==> src/common/pmp_pkg.sv <==
// Package for the program-memory parity status block: offsets, fields, types.
// Assumes a classic Wishbone slave with 32-bit data and byte addressing.
package pmp_pkg;

    // ----------------------------------------------------------------
    // Register map
    // ----------------------------------------------------------------
    localparam int ADDR_W = 18;
    // Printed offsets step by one, not four: index, byte address = 4 * index
    localparam logic [15:0] PARITY_STATUS_IDX = 16'hF470;
    localparam logic [15:0] IRQ_STATUS_IDX = 16'hF471;
    localparam logic [15:0] IRQ_MASK_IDX = 16'hF472;
    localparam logic [ADDR_W-1:0] PARITY_STATUS_ADDR = {PARITY_STATUS_IDX, 2'b00};
    localparam logic [ADDR_W-1:0] IRQ_STATUS_ADDR = {IRQ_STATUS_IDX, 2'b00};
    localparam logic [ADDR_W-1:0] IRQ_MASK_ADDR = {IRQ_MASK_IDX, 2'b00};

    // ----------------------------------------------------------------
    // Field layout and reset values
    // ----------------------------------------------------------------
    localparam int SUBBANKS = 6;
    localparam int BANK0_LSB = 0;
    localparam int BANK1_LSB = 8;
    localparam logic [15:0] STATUS_RESET = 16'h0000;
    localparam logic [15:0] FLAG_MASK = 16'h3F3F;
    localparam logic [15:0] MASK_RESET = 16'h0000;

    // Parity error strobes, one bit per subbank, from the memory read path
    typedef struct packed {
        logic [SUBBANKS-1:0] bank1;
        logic [SUBBANKS-1:0] bank0;
    } pmp_err_t;

    // Wishbone request
    typedef struct packed {
        logic cyc;
        logic stb;
        logic we;
        logic [3:0] sel;
        logic [ADDR_W-1:0] adr;
        logic [31:0] dat;
    } pmp_wb_req_t;

endpackage : pmp_pkg

==> src/hdl/pmp_parity_status.sv <==
// Program-memory parity status register with a Wishbone slave and interrupt.
// Assumes error strobes come from logic on core_clk, one cycle per failed read.
// Function
// RULE1: Bit 13 flags bank 1 subbank 5 error
// RULE2: Bank 1 subbanks 4..0 on bits 12..8
// RULE3: Bank 0 subbanks 5..0 on bits 5..0
// RULE4: Flag 1 means error; read-only
// RULE5: Register at 0xF470, resets to all zero
// RULE6: Flag sticky until reset; reserved read zero
//
// The Wishbone slave port was chosen for this implementation.
`timescale 1ns/1ns
module pmp_parity_status
    import pmp_pkg::*;
(
    // Clock and reset
    input wire logic core_clk,
    input wire logic reset_n,
    // Parity check results
    input wire pmp_err_t parityErr,
    // Wishbone slave
    input wire pmp_wb_req_t wbReq,
    output logic [31:0] wbDatO,
    output logic wbAck,
    output logic wbErr,
    // Interrupt
    output logic irq
);

    // ----------------------------------------------------------------
    // Flag mapping
    // ----------------------------------------------------------------
    logic [15:0] errVec;
    logic [15:0] status_q;
    logic [15:0] irqStat_q;
    logic [15:0] irqMask_q;
    logic [15:0] wrData;
    logic reqNew;
    logic hitStatus;
    logic hitIrqStat;
    logic hitIrqMask;

    always_comb begin
        errVec = 16'h0000;
        errVec[BANK1_LSB +: SUBBANKS] = parityErr.bank1; // see RULE1 see RULE2
        errVec[BANK0_LSB +: SUBBANKS] = parityErr.bank0; // see RULE3
    end

    // ----------------------------------------------------------------
    // Bus decode
    // ----------------------------------------------------------------
    assign reqNew = wbReq.cyc && wbReq.stb && !wbAck && !wbErr;
    assign hitStatus = (wbReq.adr == PARITY_STATUS_ADDR); // see RULE5
    assign hitIrqStat = (wbReq.adr == IRQ_STATUS_ADDR);
    assign hitIrqMask = (wbReq.adr == IRQ_MASK_ADDR);
    assign wrData = {wbReq.sel[1] ? wbReq.dat[15:8] : 8'h00,
                     wbReq.sel[0] ? wbReq.dat[7:0] : 8'h00};

    // ----------------------------------------------------------------
    // Sticky parity flags, writes ignored
    // ----------------------------------------------------------------
    always_ff @(posedge core_clk or negedge reset_n) begin
        if (!reset_n) begin
            status_q <= STATUS_RESET; // see RULE5
        end else begin
            status_q <= (status_q | errVec) & FLAG_MASK; // see RULE4 see RULE6
        end
    end

    // ----------------------------------------------------------------
    // Interrupt status (write one to clear, set wins) and mask
    // ----------------------------------------------------------------
    always_ff @(posedge core_clk or negedge reset_n) begin
        if (!reset_n) begin
            irqStat_q <= STATUS_RESET;
        end else begin
            if (reqNew && wbReq.we && hitIrqStat) begin
                irqStat_q <= ((irqStat_q & ~wrData) | errVec) & FLAG_MASK;
            end else begin
                irqStat_q <= (irqStat_q | errVec) & FLAG_MASK;
            end
        end
    end

    always_ff @(posedge core_clk or negedge reset_n) begin
        if (!reset_n) begin
            irqMask_q <= MASK_RESET;
        end else if (reqNew && wbReq.we && hitIrqMask) begin
            irqMask_q <= (irqMask_q & ~{{8{wbReq.sel[1]}}, {8{wbReq.sel[0]}}})
                         | (wrData & FLAG_MASK);
        end
    end

    always_ff @(posedge core_clk or negedge reset_n) begin
        if (!reset_n) begin
            irq <= 1'b0;
        end else begin
            irq <= |(irqStat_q & irqMask_q);
        end
    end

    // ----------------------------------------------------------------
    // Answer: ack or err one cycle after the request, read data registered
    // ----------------------------------------------------------------
    always_ff @(posedge core_clk or negedge reset_n) begin
        if (!reset_n) begin
            wbAck <= 1'b0;
            wbErr <= 1'b0;
            wbDatO <= 32'h0000_0000;
        end else begin
            wbAck <= reqNew && (hitStatus || hitIrqStat || hitIrqMask);
            wbErr <= reqNew && !(hitStatus || hitIrqStat || hitIrqMask);
            if (reqNew && !wbReq.we) begin
                if (hitStatus) begin
                    wbDatO <= {16'h0000, status_q}; // see RULE4
                end else if (hitIrqStat) begin
                    wbDatO <= {16'h0000, irqStat_q};
                end else if (hitIrqMask) begin
                    wbDatO <= {16'h0000, irqMask_q};
                end else begin
                    wbDatO <= 32'h0000_0000;
                end
            end
        end
    end

    // ----------------------------------------------------------------
    // Checks
    // ----------------------------------------------------------------
    a_b1sb5_sets: assert property (@(posedge core_clk) disable iff (!reset_n) // see RULE1
        parityErr.bank1[5] |=> status_q[13])
        else $error("bank1 subbank5 error did not set bit 13");
    a_b1_low_map: assert property (@(posedge core_clk) disable iff (!reset_n) // see RULE2
        |parityErr.bank1[4:0] |=> ((status_q[12:8] & $past(parityErr.bank1[4:0]))
        == $past(parityErr.bank1[4:0])))
        else $error("bank1 subbank flags misplaced");
    a_b0_map: assert property (@(posedge core_clk) disable iff (!reset_n) // see RULE3
        |parityErr.bank0 |=> ((status_q[5:0] & $past(parityErr.bank0))
        == $past(parityErr.bank0)))
        else $error("bank0 subbank flags misplaced");
    a_flag_ro: assert property (@(posedge core_clk) disable iff (!reset_n) // see RULE4
        (reqNew && wbReq.we && hitStatus) |=> (status_q & $past(status_q)) ==
        $past(status_q))
        else $error("status flag changed by write");
    a_flag_sticky: assert property (@(posedge core_clk) disable iff (!reset_n) // see RULE6
        status_q[0] |=> status_q[0] [*8])
        else $error("flag dropped before reset");
    a_resvd_zero: assert property (@(posedge core_clk) disable iff (!reset_n) // see RULE6
        (status_q & ~FLAG_MASK) == 16'h0000 ##1 (status_q & ~FLAG_MASK) == 16'h0000)
        else $error("reserved status bit set");

    // ----------------------------------------------------------------
    // Checks: bus answers and read data
    // ----------------------------------------------------------------
    a_status_read: assert property (@(posedge core_clk) disable iff (!reset_n) // see RULE5
        (reqNew && !wbReq.we && hitStatus) |=> wbAck &&
        wbDatO == {16'h0000, $past(status_q)})
        else $error("status read wrong");
    a_istat_read: assert property (@(posedge core_clk) disable iff (!reset_n)
        (reqNew && !wbReq.we && hitIrqStat) |=> wbAck &&
        wbDatO == {16'h0000, $past(irqStat_q)})
        else $error("interrupt status read wrong");
    a_mask_read: assert property (@(posedge core_clk) disable iff (!reset_n)
        (reqNew && !wbReq.we && hitIrqMask) |=> wbAck &&
        wbDatO == {16'h0000, $past(irqMask_q)})
        else $error("mask read wrong");
    a_resvd_read: assert property (@(posedge core_clk) disable iff (!reset_n) // see RULE6
        wbAck |-> (wbDatO & ~{16'h0000, FLAG_MASK}) == 32'h0000_0000)
        else $error("reserved bit read as one");
    // Read data stands until the next read is taken
    a_dat_hold: assert property (@(posedge core_clk) disable iff (!reset_n)
        !(reqNew && !wbReq.we) |=> $stable(wbDatO))
        else $error("read data changed without a read");
    a_ack_answer: assert property (@(posedge core_clk) disable iff (!reset_n)
        (reqNew && (hitStatus || hitIrqStat || hitIrqMask)) |=> wbAck && !wbErr)
        else $error("mapped request not acked");
    a_unmapped_err: assert property (@(posedge core_clk) disable iff (!reset_n)
        (reqNew && !(hitStatus || hitIrqStat || hitIrqMask)) |=> wbErr && !wbAck)
        else $error("unmapped request not refused");
    a_ack_drop: assert property (@(posedge core_clk) disable iff (!reset_n)
        wbAck |=> !wbAck)
        else $error("ack held two cycles");
    a_err_drop: assert property (@(posedge core_clk) disable iff (!reset_n)
        wbErr |=> !wbErr)
        else $error("err held two cycles");
    a_no_dual_answer: assert property (@(posedge core_clk) disable iff (!reset_n)
        !(wbAck && wbErr))
        else $error("ack and err together");

    // ----------------------------------------------------------------
    // Checks: reset and interrupt
    // ----------------------------------------------------------------
    a_reset_zero: assert property (@(posedge core_clk) // see RULE5
        $rose(reset_n) |-> (status_q == STATUS_RESET) && (irqStat_q == STATUS_RESET)
        && (irqMask_q == MASK_RESET) && !irq && !wbAck && !wbErr)
        else $error("state not cleared by reset");
    a_irq_level: assert property (@(posedge core_clk) disable iff (!reset_n)
        (|(irqStat_q & irqMask_q)) |=> irq)
        else $error("irq not raised");
    a_irq_low: assert property (@(posedge core_clk) disable iff (!reset_n)
        !(|(irqStat_q & irqMask_q)) |=> !irq)
        else $error("irq high with nothing pending");
    a_irq_rise_src: assert property (@(posedge core_clk) disable iff (!reset_n)
        $rose(irq) |-> ($past(irqStat_q) & $past(irqMask_q)) != 16'h0000)
        else $error("irq rose with no unmasked status");
    // An event in the clearing cycle must survive the clear
    a_irq_set_wins: assert property (@(posedge core_clk) disable iff (!reset_n)
        (reqNew && wbReq.we && hitIrqStat) |=>
        (irqStat_q & $past(errVec)) == $past(errVec))
        else $error("event lost under clear");
    a_irq_clear: assert property (@(posedge core_clk) disable iff (!reset_n)
        (reqNew && wbReq.we && hitIrqStat && (wbReq.sel[1:0] == 2'b11)) |=>
        (irqStat_q & $past(wbReq.dat[15:0]) & ~$past(errVec)) == 16'h0000)
        else $error("interrupt status not cleared");
    a_mask_write: assert property (@(posedge core_clk) disable iff (!reset_n)
        (reqNew && wbReq.we && hitIrqMask && (wbReq.sel[1:0] == 2'b11)) |=>
        irqMask_q == ($past(wbReq.dat[15:0]) & FLAG_MASK))
        else $error("mask write wrong");

    c_error_seen: cover property (@(posedge core_clk) disable iff (!reset_n)
        parityErr.bank1[5] ##1 status_q[13]);
    c_status_rd: cover property (@(posedge core_clk) disable iff (!reset_n)
        reqNew && !wbReq.we && hitStatus ##1 wbAck);
    c_irq_rise: cover property (@(posedge core_clk) disable iff (!reset_n)
        !irq ##1 irq);
    c_unmapped: cover property (@(posedge core_clk) disable iff (!reset_n)
        wbErr);
    c_set_wins: cover property (@(posedge core_clk) disable iff (!reset_n)
        reqNew && wbReq.we && hitIrqStat && (|errVec));

endmodule : pmp_parity_status

==> config.mk <==
export PLATFORM = sky130hd
export DESIGN_NAME = pmp_parity_status
export DESIGN_NICKNAME = d
export VERILOG_FILES = /design/src/common/pmp_pkg.sv /design/src/hdl/pmp_parity_status.sv
export SDC_FILE = /design/constraint.sdc
export NUM_CORES = 1
export LEC_CHECK = 0
export BUFFER_PORTS_ARGS = -buffer_cell sky130_fd_sc_hd__buf_2
export CORE_MARGIN = 4
export CORE_UTILIZATION = 48
export CTS_BUF_LIST = sky130_fd_sc_hd__clkbuf_16
export DETAILED_ROUTE_END_ITERATION = 8
export GPL_TIMING_DRIVEN = 0
export PLACE_DENSITY = 0.85
export SYNTH_ARGS = -nofsm -noshare
export SYNTH_HDL_FRONTEND = slang
export SYNTH_SLANG_ARGS = --single-unit
==> constraint.sdc <==
create_clock -name core_clk -period 2.29 [get_ports core_clk]
set_input_delay 0.1145 -clock core_clk [delete_from_list [all_inputs] [get_ports core_clk]]
set_output_delay 0.1145 -clock core_clk [all_outputs]
set_load 0.01 [all_outputs]
# --- Word level (Yosys, flattened, before mapping) ---
# Index checks and enable logic that the tools add are counted.
classes:
  eq_ne: 3
  muxes: 6
  n_bitwise: 9
  n_reduce_logical: 16
ops:
  columns: ["operator", "count"]
  rows:
  - ["== test 18 bit (second input constant)", 3]
  - ["bitwise OR 14 bit", 3]
  - ["two-way mux 16 bit", 2]
  - ["two-way mux 32 bit", 1]
  - ["bitwise AND 14 x 16 -> 16 bit", 1]
  - ["bitwise AND 16 bit", 1]
  - ["inverter 16 bit", 1]
  - ["bitwise OR 16 x 14 -> 16 bit", 1]
  - ["OR reduction 16 bit", 1]
  - ["bitwise AND 14 bit", 1]
  - ["two-way mux 14 bit", 1]
  - ["inverter 14 bit", 1]
  - ["logical AND 1 bit", 9]
  - ["two-way mux 8 bit", 1]
  - ["two-way mux 6 bit", 1]
  - ["zero test 1 bit", 4]
  - ["logical OR 1 bit", 2]
word_totals:
  regBits: 77
  out_inout_bits: 35
  wordCells: 41

# --- Logic depth before layout (Yosys ltp) ---
# Gate-level depths: netlist of the first run.
logic_depth:
  depth_word: 6
  ltp_mapped: 6
  ltp_nobuf: 4

# --- Worst setup path after synthesis of the first run ---
# OpenSTA, ideal clock, no wires.
synth_timing:
  path_type: "input port to flip-flop"
  start: "input wbReq[43] in the netlist's numbering"
  end: "register (tool-made name)"
  setup_time_ps: 125
  arrival_time_ps: 1861
  t_required_ps: 2165
  path_slack_ps: 304
  cell_stages: 5
  cell_sequence: "or4b_4 > or3_4 > or3_1 > buf_6 > mux2_4"
synth_rtl:
  columns: ["element", "line_no", "rtl"]
  rows:
  - ["start, declared", "pmp_parity_status.sv:22", "input wire pmp_wb_req_t wbReq,"]

==> results.json, run 1 <==
{
  "status": "completed",
  "postCtsSetupBuffers": 0,
  "power.density_nw_per_um2": 657,
  "synth.distinct_cells": 32,
  "initial_core_util": 0.492,
  "critPathMaxFanout": 8,
  "antenna_found_initial": 0,
  "insertion_delay_ps": 320,
  "synth_edf_count": 0,
  "fin_nets": 411,
  "fp-row-count": 27,
  "fp.dieH_um": 83.1,
  "cts-root-buf": "clkbuf_16",
  "cts_tree": "done",
  "vdd_drop_max_mv": 0.422,
  "overflow": 0,
  "ys_warn_count": 0,
  "grt_pass1_vias": 2081,
  "ys_seq_area_frac": 0.545,
  "dr.pass1.iters": 5,
  "die_w_um": 83.1,
  "htree_levels": 3,
  "cp.arrival_ps": 2200,
  "drive_gt1_frac": 0.357,
  "grt_pass1_wl_um": 9800,
  "clock-skew-final_ps": 5.04,
  "post-route-util": 0.635,
  "clk_path_buf_depth": 2,
  "cts_buffers": 9,
  "p_leak_nw": 1.74,
  "drt_iter0_drc": 176,
  "diodes": 0,
  "dominantRegCellSynth": "dfrtp_1",
  "clk_pin_slew_ps": 50,
  "slew_headroom": 0.510,
  "crit_path_start_kind": "flop",
  "pin_count": 106,
  "cts_sinks": 59,
  "pre_cts_ws_ps": -24.4,
  "area_growth_pct": 29.0,
  "post_drt_wl_per_cell_um": 14.4,
  "core-area_um2": 5510,
  "synth_cells": 243,
  "tightest_slew_ps": 736,
  "drtAntennaViolNets": 0,
  "syn-mean-instance-area_um2": 11.1,
  "grt_setup_unrepaired": "no",
  "finalWeightedCongestion": 0.799,
  "hold_class": "in2reg",
  "hold_viol": 0,
  "synth_area_leaders": "dfrtp_1 55%, mux2_4 6.7%, mux2i_1 4.4%",
  "wl_um": 5970,
  "drv_cap": 0,
  "critPathKind": "reg2reg",
  "track_usage": 0.182,
  "vias_per_cell": 5.01,
  "synth_top_area_frac": 0.545,
  "grt_max_degree": 60,
  "num_vias": 2075,
  "worstPathRequired_ps": 2490,
  "slew_viol_final": 0,
  "ys_async_sr_fraction": 1.00,
  "ys_ff_latch": 59,
  "setup_ws_ps": 287,
  "hpwl_um": 4410,
  "finalSetupTns_ps": 0,
  "port_buffers": 66,
  "dieArea_um2": 6910,
  "fmax_mhz": 499,
  "post-route-min-period_ps": 2000,
  "setup_viol": 0,
  "syn_area_um2": 2710,
  "drc": 0,
  "yosysTopAreaCell": "dfrtp_1",
  "fillers": 458,
  "yosysMostFrequentCell": "dfrtp_1",
  "endpoint_kind": "flop",
  "synth_common_cells": "59 x dfrtp_1, 24 x nor2_1, 16 x buf_4",
  "min_period_over_period": 0.875
}
## layout make-up
cell class / count / area, um2 / share of cell area
inverters: 12 / 45.0 / 0.0129
clock buffers: 9 / 225 / 0.0644
well taps: 72 / 90.1 / 0.0258
flip-flops and latches: 59 / 1480 / 0.422
plain buffers: 26 / 173 / 0.0494
multi-input cells: 161 / 1090 / 0.311
clock inverters: 4 / 15.0 / 0.00430
repair buffers: 71 / 383 / 0.110
## critical path, cell delays in order, from the launching register on
cell	delay, ps
dfrtp_1	380
nor4bb_2	450
nand3_1	200
or3_1	390
buf_6	160
mux2_4	290
## metal layers
layer,GRT usage,up-vias,wire [um]
li1,-,1018,-
met1,0.226,989,2510
met3,0.0437,16,311
met4,0.0996,0,149
met2,0.292,52,3000
met5,0,-,0
## repair_timing
action                                 CTS  global route
hold buffers                             4             1
resized for setup                        0             3
endpoints found under the hold margin    4            59
setup endpoints to repair                0            15
## path summary, 6_finish.rpt
path / slack (ps) / start / cells after the start / to
worst max-delay path: 290 / wbAck / 5 / flop
worst min-delay path: 7 / wbReq[5] / 2 / irqStat_q[5]
worst max register to register: 290 / wbAck / 5 / flop
worst min register to register: 460 / status_q[8] / 1 / status_q[8]
max in group asynchronous: 1420 / reset_n / 2 / wbDatO[7]
min in group asynchronous: 390 / reset_n / 2 / status_q[5]
## placed cells by master, fill, tap and decap left out
cell | synthesis | routed
a21boi_0 | 1 | 1
a21oi_1 | 12 | 12
a221oi_1 | 3 | 3
a22o_1 | 7 | 7
a31oi_1 | 12 | 12
and2_1 | 4 | 4
and3_1 | 1 | 1
and4b_1 | 1 | 1
buf_2 | 0 | 65
buf_4 | 16 | 17
buf_6 | 2 | 2
clkbuf_1 | 8 | 8
clkbuf_16 | 0 | 9
clkinv_1 | 0 | 1
conb_1 | 1 | 16
dfrtp_1 | 59 | 59
dlygate4sd3_1 | 0 | 5
inv_1 | 12 | 15
mux2_4 | 12 | 12
mux2i_1 | 12 | 12
nand2_1 | 14 | 14
nand2b_1 | 2 | 2
nand3_1 | 3 | 3
nand3b_1 | 1 | 1
nand4b_1 | 1 | 1
nor2_1 | 24 | 24
nor2b_1 | 1 | 1
nor3_1 | 3 | 1
nor3_2 | 0 | 2
nor4b_1 | 1 | 1
nor4bb_2 | 0 | 1
o31ai_1 | 12 | 12
or2_2 | 12 | 12
or3_1 | 2 | 2
or3_4 | 1 | 1
or4b_1 | 1 | 1
or4b_4 | 1 | 1
## report_power, final
| part | internal, mW | switching (mW) |
|---|---|---|
| Combinational | 0.0724 | 0.0902 |
| Sequential | 1.05 | 0.000618 |
| Clock | 0.691 | 0.394 |
## per-stage QoR
step	total power, mW	area (um2)	hold WS, ps	cells
finish	2.30	3490	6.52	414
global route	2.38	3490	9.70	414
CTS	2.32	3470	2.70	413
detailed placement	1.22	3190	324	396
global placement	1.21	3190	319	396
floorplan	1.14	2770	-181	258
## kinds of logic (layout without fill, tap and decap cells)
family | Yosys count | in the layout | synth area share
multiplexers | 24 | 24 | 0.111
AND/OR/NAND/NOR | 74 | 74 | 0.144
AO/OA/AOI/OAI | 47 | 47 | 0.118
other | 1 | 16 | 0.00138
flip-flops | 59 | 59 | 0.545
buffers and inverters | 38 | 122 | 0.0804
Power figures use the tool's default switching activity.
==> run 2, diff against run 1 <==
ABC_AREA = 1   (was not set)
CORE_UTILIZATION = 51   (was 48)
PLACE_DENSITY = 0.87   (was 0.85)
==> run 2 against run 1 <==
Clock-buffer cell count is the same. Largest cell class unchanged. Critical path depth up 2. First-iteration DRC count up 28%. Cell area grew 14%. Critical path type unchanged. Routed wire length rose by 36%. Largest power group unchanged. Highest routed layer unchanged. Sequential cell count unchanged.
==> results.json, run 2 <==
{
  "cts-root-buf": "clkbuf_16",
  "setup_viol": 0,
  "drtAntennaViolNets": 0,
  "dieArea_um2": 7490,
  "post-route-min-period_ps": 1700,
  "critPathMaxFanout": 10,
  "synth_top_area_frac": 0.470,
  "synth_common_cells": "144 x nand2_1, 59 x dfrtp_1, 47 x inv_1",
  "layout_common_cells": "144 x nand2_1, 74 x buf_2, 59 x dfrtp_1",
  "grt_pass1_vias": 2960,
  "post_drt_wl_per_cell_um": 13.8,
  "ys_ff_latch": 59,
  "cp.arrival_ps": 1920,
  "finalSetupTns_ps": 0,
  "clk_path_buf_depth": 2,
  "synth.distinct_cells": 24,
  "diodes": 0,
  "synth_fa_ha_area_frac": 0,
  "clk_pin_slew_ps": 50,
  "drc": 0,
  "clock-skew-final_ps": 6.56,
  "core-area_um2": 5960,
  "port_buffers": 67,
  "fillers": 510,
  "synth-simple-area-share": 0.380,
  "final_common_cell": "nand2_1",
  "htree_levels": 3,
  "slew_headroom": 0.505,
  "track_usage": 0.228,
  "worstPathRequired_ps": 2510,
  "yosysTopAreaCell": "dfrtp_1",
  "crit_family": "simple AND/OR/NAND/NOR gates",
  "drive_gt1_frac": 0.250,
  "ys_seq_area_frac": 0.470,
  "cts_tree": "done",
  "crit_path_start_kind": "flop",
  "path_cells": "inv_1 > nand4_1 > nor2_1 > buf_2 > nand3b_1 > nand2_1 > nand2_1",
  "area_growth_pct": 27.1,
  "synth_cells": 410,
  "fin_nets": 582,
  "critPathKind": "reg2reg",
  "regArea_um2": 1480,
  "synth_area_leaders": "dfrtp_1 47%, nand2_1 17%, nand3_1 6.0%",
  "num_vias": 3106,
  "dr.pass1.iters": 5,
  "crit_buf_inv": 2,
  "syn-mean-instance-area_um2": 7.67,
  "synth.mux.area_fraction": 0,
  "synth_edf_count": 0,
  "hpwl_um": 5850,
  "slowest_stage": "dfrtp_1",
  "hold_buffers": 7,
  "fp.dieH_um": 86.5,
  "p_leak_nw": 2.25,
  "antenna_found_initial": 0,
  "post-route-util": 0.671,
  "fp-row-count": 28,
  "finalWeightedCongestion": 0.884,
  "postCtsSetupBuffers": 0,
  "dominantRegCellSynth": "dfrtp_1",
  "vdd_drop_max_mv": 0.479,
  "synth_top_family_by_area": "simple AND/OR/NAND/NOR gates",
  "vias_per_cell": 5.26,
  "tightest_slew_ps": 743,
  "yosysMostFrequentCell": "nand2_1",
  "ys_async_sr_fraction": 1.00,
  "synth-compound-area-share": 0.0259,
  "multiInputGateArea_um2": 1340,
  "hold_viol": 0,
  "wl_um": 8140,
  "pin_count": 106,
  "synthXorXnorAreaFrac": 0,
  "cp_common_cell": "nand2_1",
  "hold_class": "in2reg",
  "ys_warn_count": 0,
  "initial_core_util": 0.528,
  "slew_viol_final": 0,
  "die_w_um": 86.5,
  "endpoint_kind": "flop",
  "status": "completed",
  "power.density_nw_per_um2": 630,
  "syn_area_um2": 3140,
  "cts_buffers": 9,
  "cts_sinks": 59,
  "grt_pass1_wl_um": 13400,
  "fmax_mhz": 587,
  "min_period_over_period": 0.744,
  "overflow": 0,
  "critPathMaxStageDelay_ps": 380,
  "drt_iter0_drc": 226,
  "grt_max_degree": 60,
  "drv_cap": 0,
  "cts_resized": 0,
  "insertion_delay_ps": 320,
  "grt_setup_unrepaired": "no"
}
[run 2: per-layer routing]
layer	vias up	track usage	part of all wire
met2	159	0.382	0.48
met1	1437	0.278	0.39
met5	-	0	0
met3	32	0.0523	0.097
met4	0	0.110	0.029
li1	1478	-	-
[run 2: worst paths after layout]
kind	end	depth (start not counted)	startpoint	slack [ps]
setup reg to reg	irqStat_q[4]	7	wbErr	590
min in group asynchronous	irqMask_q[15]	2	reset_n	400
hold reg to reg	status_q[12]	2	status_q[12]	440
max in group asynchronous	wbDatO[2]	2	reset_n	1390
setup / recovery	irqStat_q[4]	7	wbErr	590
hold / removal	status_q[5]	3	parityErr[5]	0.2
[run 2: worst min-delay path: cells and delay by family]
kind	cells	cell delay (ps)
AND/OR/NAND/NOR	1	60
buffers and inverters	2	120
[run 2: layout make-up]
type                    instances  area share
inverters                      49      0.0460
clock buffers                   9      0.0564
flip-flops and latches         59       0.369
plain buffers                  32      0.0513
repair buffers                 75       0.105
clock inverters                 7      0.0147
well taps                      75      0.0235
multi-input cells             285       0.334
[run 2: per-stage QoR]
stage	hold WS, ps	area [um2]	power (mW)	worst slack (ps)	cells
global route	6.00	4000	2.60	457	591
finish	0.220	4000	2.52	586	591
CTS	0.0729	3980	2.52	632	590
detailed placement	322	3630	1.24	662	567
global placement	314	3630	1.24	708	567
floorplan	-181	3200	1.15	944	425
[run 2: logic make-up (layout without fill, tap and decap cells)]
group / after synthesis / after routing
AOI/OAI and AO/OA: 12 / 12
buffers and inverters: 81 / 172
DFF: 59 / 59
other: 1 / 16
and+or+nand+nor: 257 / 257
[run 2: report_power, final]
| part | switching (mW) | total, mW | internal [mW] | leakage, nW |
|---|---|---|---|---|
| clock network | 0.455 | 1.28 | 0.825 | 0.138 |
| logic | 0.116 | 0.192 | 0.0760 | 1.42 |
| registers | 0.000588 | 1.05 | 1.05 | 0.698 |
| total | 0.572 | 2.52 | 1.95 | 2.25 |
==> run 3, diff against run 2 <==
ABC_AREA = 0   (was 1)
CORE_UTILIZATION = 48   (was 51)
PLACE_DENSITY = 0.85   (was 0.87)
clock period = 1.75 ns   (was 2.29 ns; I/O delays follow)
==> run 3 against run 2 <==
The flow now finishes with violations (negative setup slack). Hold slack better by 170 ps. Total power is 37% higher. Register-to-register slack worse by 720 ps. Largest power group unchanged.
==> results.json, run 3 (synthesized netlist as in run 1, its figures left out) <==
{
  "cp.arrival_ps": 2080,
  "initial_core_util": 0.492,
  "diodes": 0,
  "post_drt_wl_per_cell_um": 14.4,
  "antenna_found_initial": 0,
  "grt_max_degree": 60,
  "violations": "negative setup slack",
  "drv_cap": 0,
  "area_growth_pct": 44.4,
  "final_common_cell": "buf_2",
  "endpoint_kind": "flop",
  "overflow": 0,
  "layout_common_cells": "65 x buf_2, 59 x dfrtp_1, 25 x dlygate4sd3_1",
  "hold_class": "in2reg",
  "status": "finished with violations",
  "critPathKind": "reg2reg",
  "worstPathRequired_ps": 1950,
  "fin_nets": 436,
  "power.density_nw_per_um2": 881,
  "cts_sinks": 59,
  "slew_viol_final": 0,
  "pre_cts_ws_ps": -511,
  "final_area_um2": 3910,
  "finalWeightedCongestion": 0.823,
  "hold_viol": 0,
  "crit_path_start_kind": "flop",
  "num_vias": 2185,
  "critPathMaxFanout": 7,
  "track_usage": 0.188,
  "clk_pin_slew_ps": 50,
  "grtUsageMet3": 0.0377,
  "fp-row-count": 27,
  "grt_pass1_wl_um": 10400,
  "dieArea_um2": 6910,
  "min_period_over_period": 1.07,
  "vias_per_cell": 4.94,
  "cts-root-buf": "clkbuf_16",
  "insertion_delay_ps": 320,
  "drt_iter0_drc": 123,
  "clock-skew-final_ps": 4.66,
  "clk_path_buf_depth": 2,
  "place_area_um2": 3200,
  "p_leak_nw": 1.95,
  "setup_ws_ps": -130,
  "vdd_drop_max_mv": 0.663,
  "core-area_um2": 5510,
  "cts_buffers": 9,
  "tightest_slew_ps": 762,
  "whs_ps": 173,
  "drtAntennaViolNets": 0,
  "fmax_mhz": 532,
  "busiest_layer": "met2",
  "die_w_um": 83.1,
  "pin_count": 106,
  "slew_headroom": 0.492,
  "wl_um": 6380,
  "met1_usage": 0.244,
  "hpwl_um": 4350,
  "port_buffers": 66,
  "cts_tree": "done",
  "post-route-min-period_ps": 1880,
  "grt_setup_unrepaired": "yes",
  "drc": 0,
  "grtUsageMet2": 0.302,
  "drive_gt1_frac": 0.408,
  "htree_levels": 3,
  "fp.dieH_um": 83.1,
  "setup_viol": 17,
  "dr.pass1.iters": 4,
  "grt_pass1_vias": 2184
}
-- run 3: cell count changes in the layout (fill, tap and decap cells not counted), sizes merged, moves of 12 or more --
| cell | change |
|---|---|
| a31oi | +12 |
| dlygate4sd3 | +17 |
| inv | -36 |
| mux2 | +12 |
| mux2i | +12 |
| nand2 | -131 |
| nand3 | -35 |
| nand4 | -28 |
| o31ai | +12 |
-- run 3: what timing repair did --
item / CTS / global route
hold buffers: 24 / 1
gates resized for setup: 10 / 28
setup endpoints to repair: 40 / 38
buffers inserted: 3 / 5
pin swaps: 5 / 3
cloned: 0 / 0
hold endpoints to repair: 24 / 59
-- run 3: critical path, stage by stage (launching register included) --
cell and delay, ps:
dfrtp_1 400, nor4bb_4 420, nand3_2 160, or3_4 450, mux2_4 330
-- run 3: through the flow --
step            util  total power, mW  cells  TNS [ps]
4_1_cts        0.692             3.45    439     -1040
3_3_place_gp   0.580             1.59    396    -11620
6_report       0.711             3.45    442     -1570
3_5_place_dp   0.580             1.59    396    -12310
2_1_floorplan      -             1.49    258     -1760
5_1_grt        0.711             3.56    442     -3850
-- run 3: cell type report --
| class | count | area (um2) |
|---|---|---|
| tap | 72 | 90.1 |
| buffer | 24 | 170 |
| timing repair buffer | 98 | 643 |
| clock buffer | 9 | 225 |
| multi-input combinational | 161 | 1180 |
| inverter | 12 | 45.0 |
| sequential | 59 | 1480 |
| fill | 363 | 1590 |
| clock inverter | 7 | 83.8 |
-- run 3: layer usage --
layer | part of all wire | routed length [um]
met4 | 0.023 | 150
met1 | 0.44 | 2780
met5 | 0 | 0
met3 | 0.057 | 367
met2 | 0.48 | 3090
-- run 3: report_power, final --
group	total, mW	leakage, nW	switching [mW]	internal (mW)
sequential	1.37	0.698	0.00125	1.37
clock	1.81	0.160	0.587	1.23
combinational	0.265	1.09	0.132	0.133
-- run 3: path summary, 6_finish.rpt --
path	start	to	slack, ps	cells after the start
max	wbAck	flop	-130	4
max reg2reg	wbAck	flop	-130	4
min in group asynchronous	reset_n	irqStat_q[5]	370	2
max in group asynchronous	reset_n	wbDatO[6]	910	2
min reg2reg	status_q[4]	status_q[4]	470	1
min	wbReq[35]	wbDatO[0]	170	4
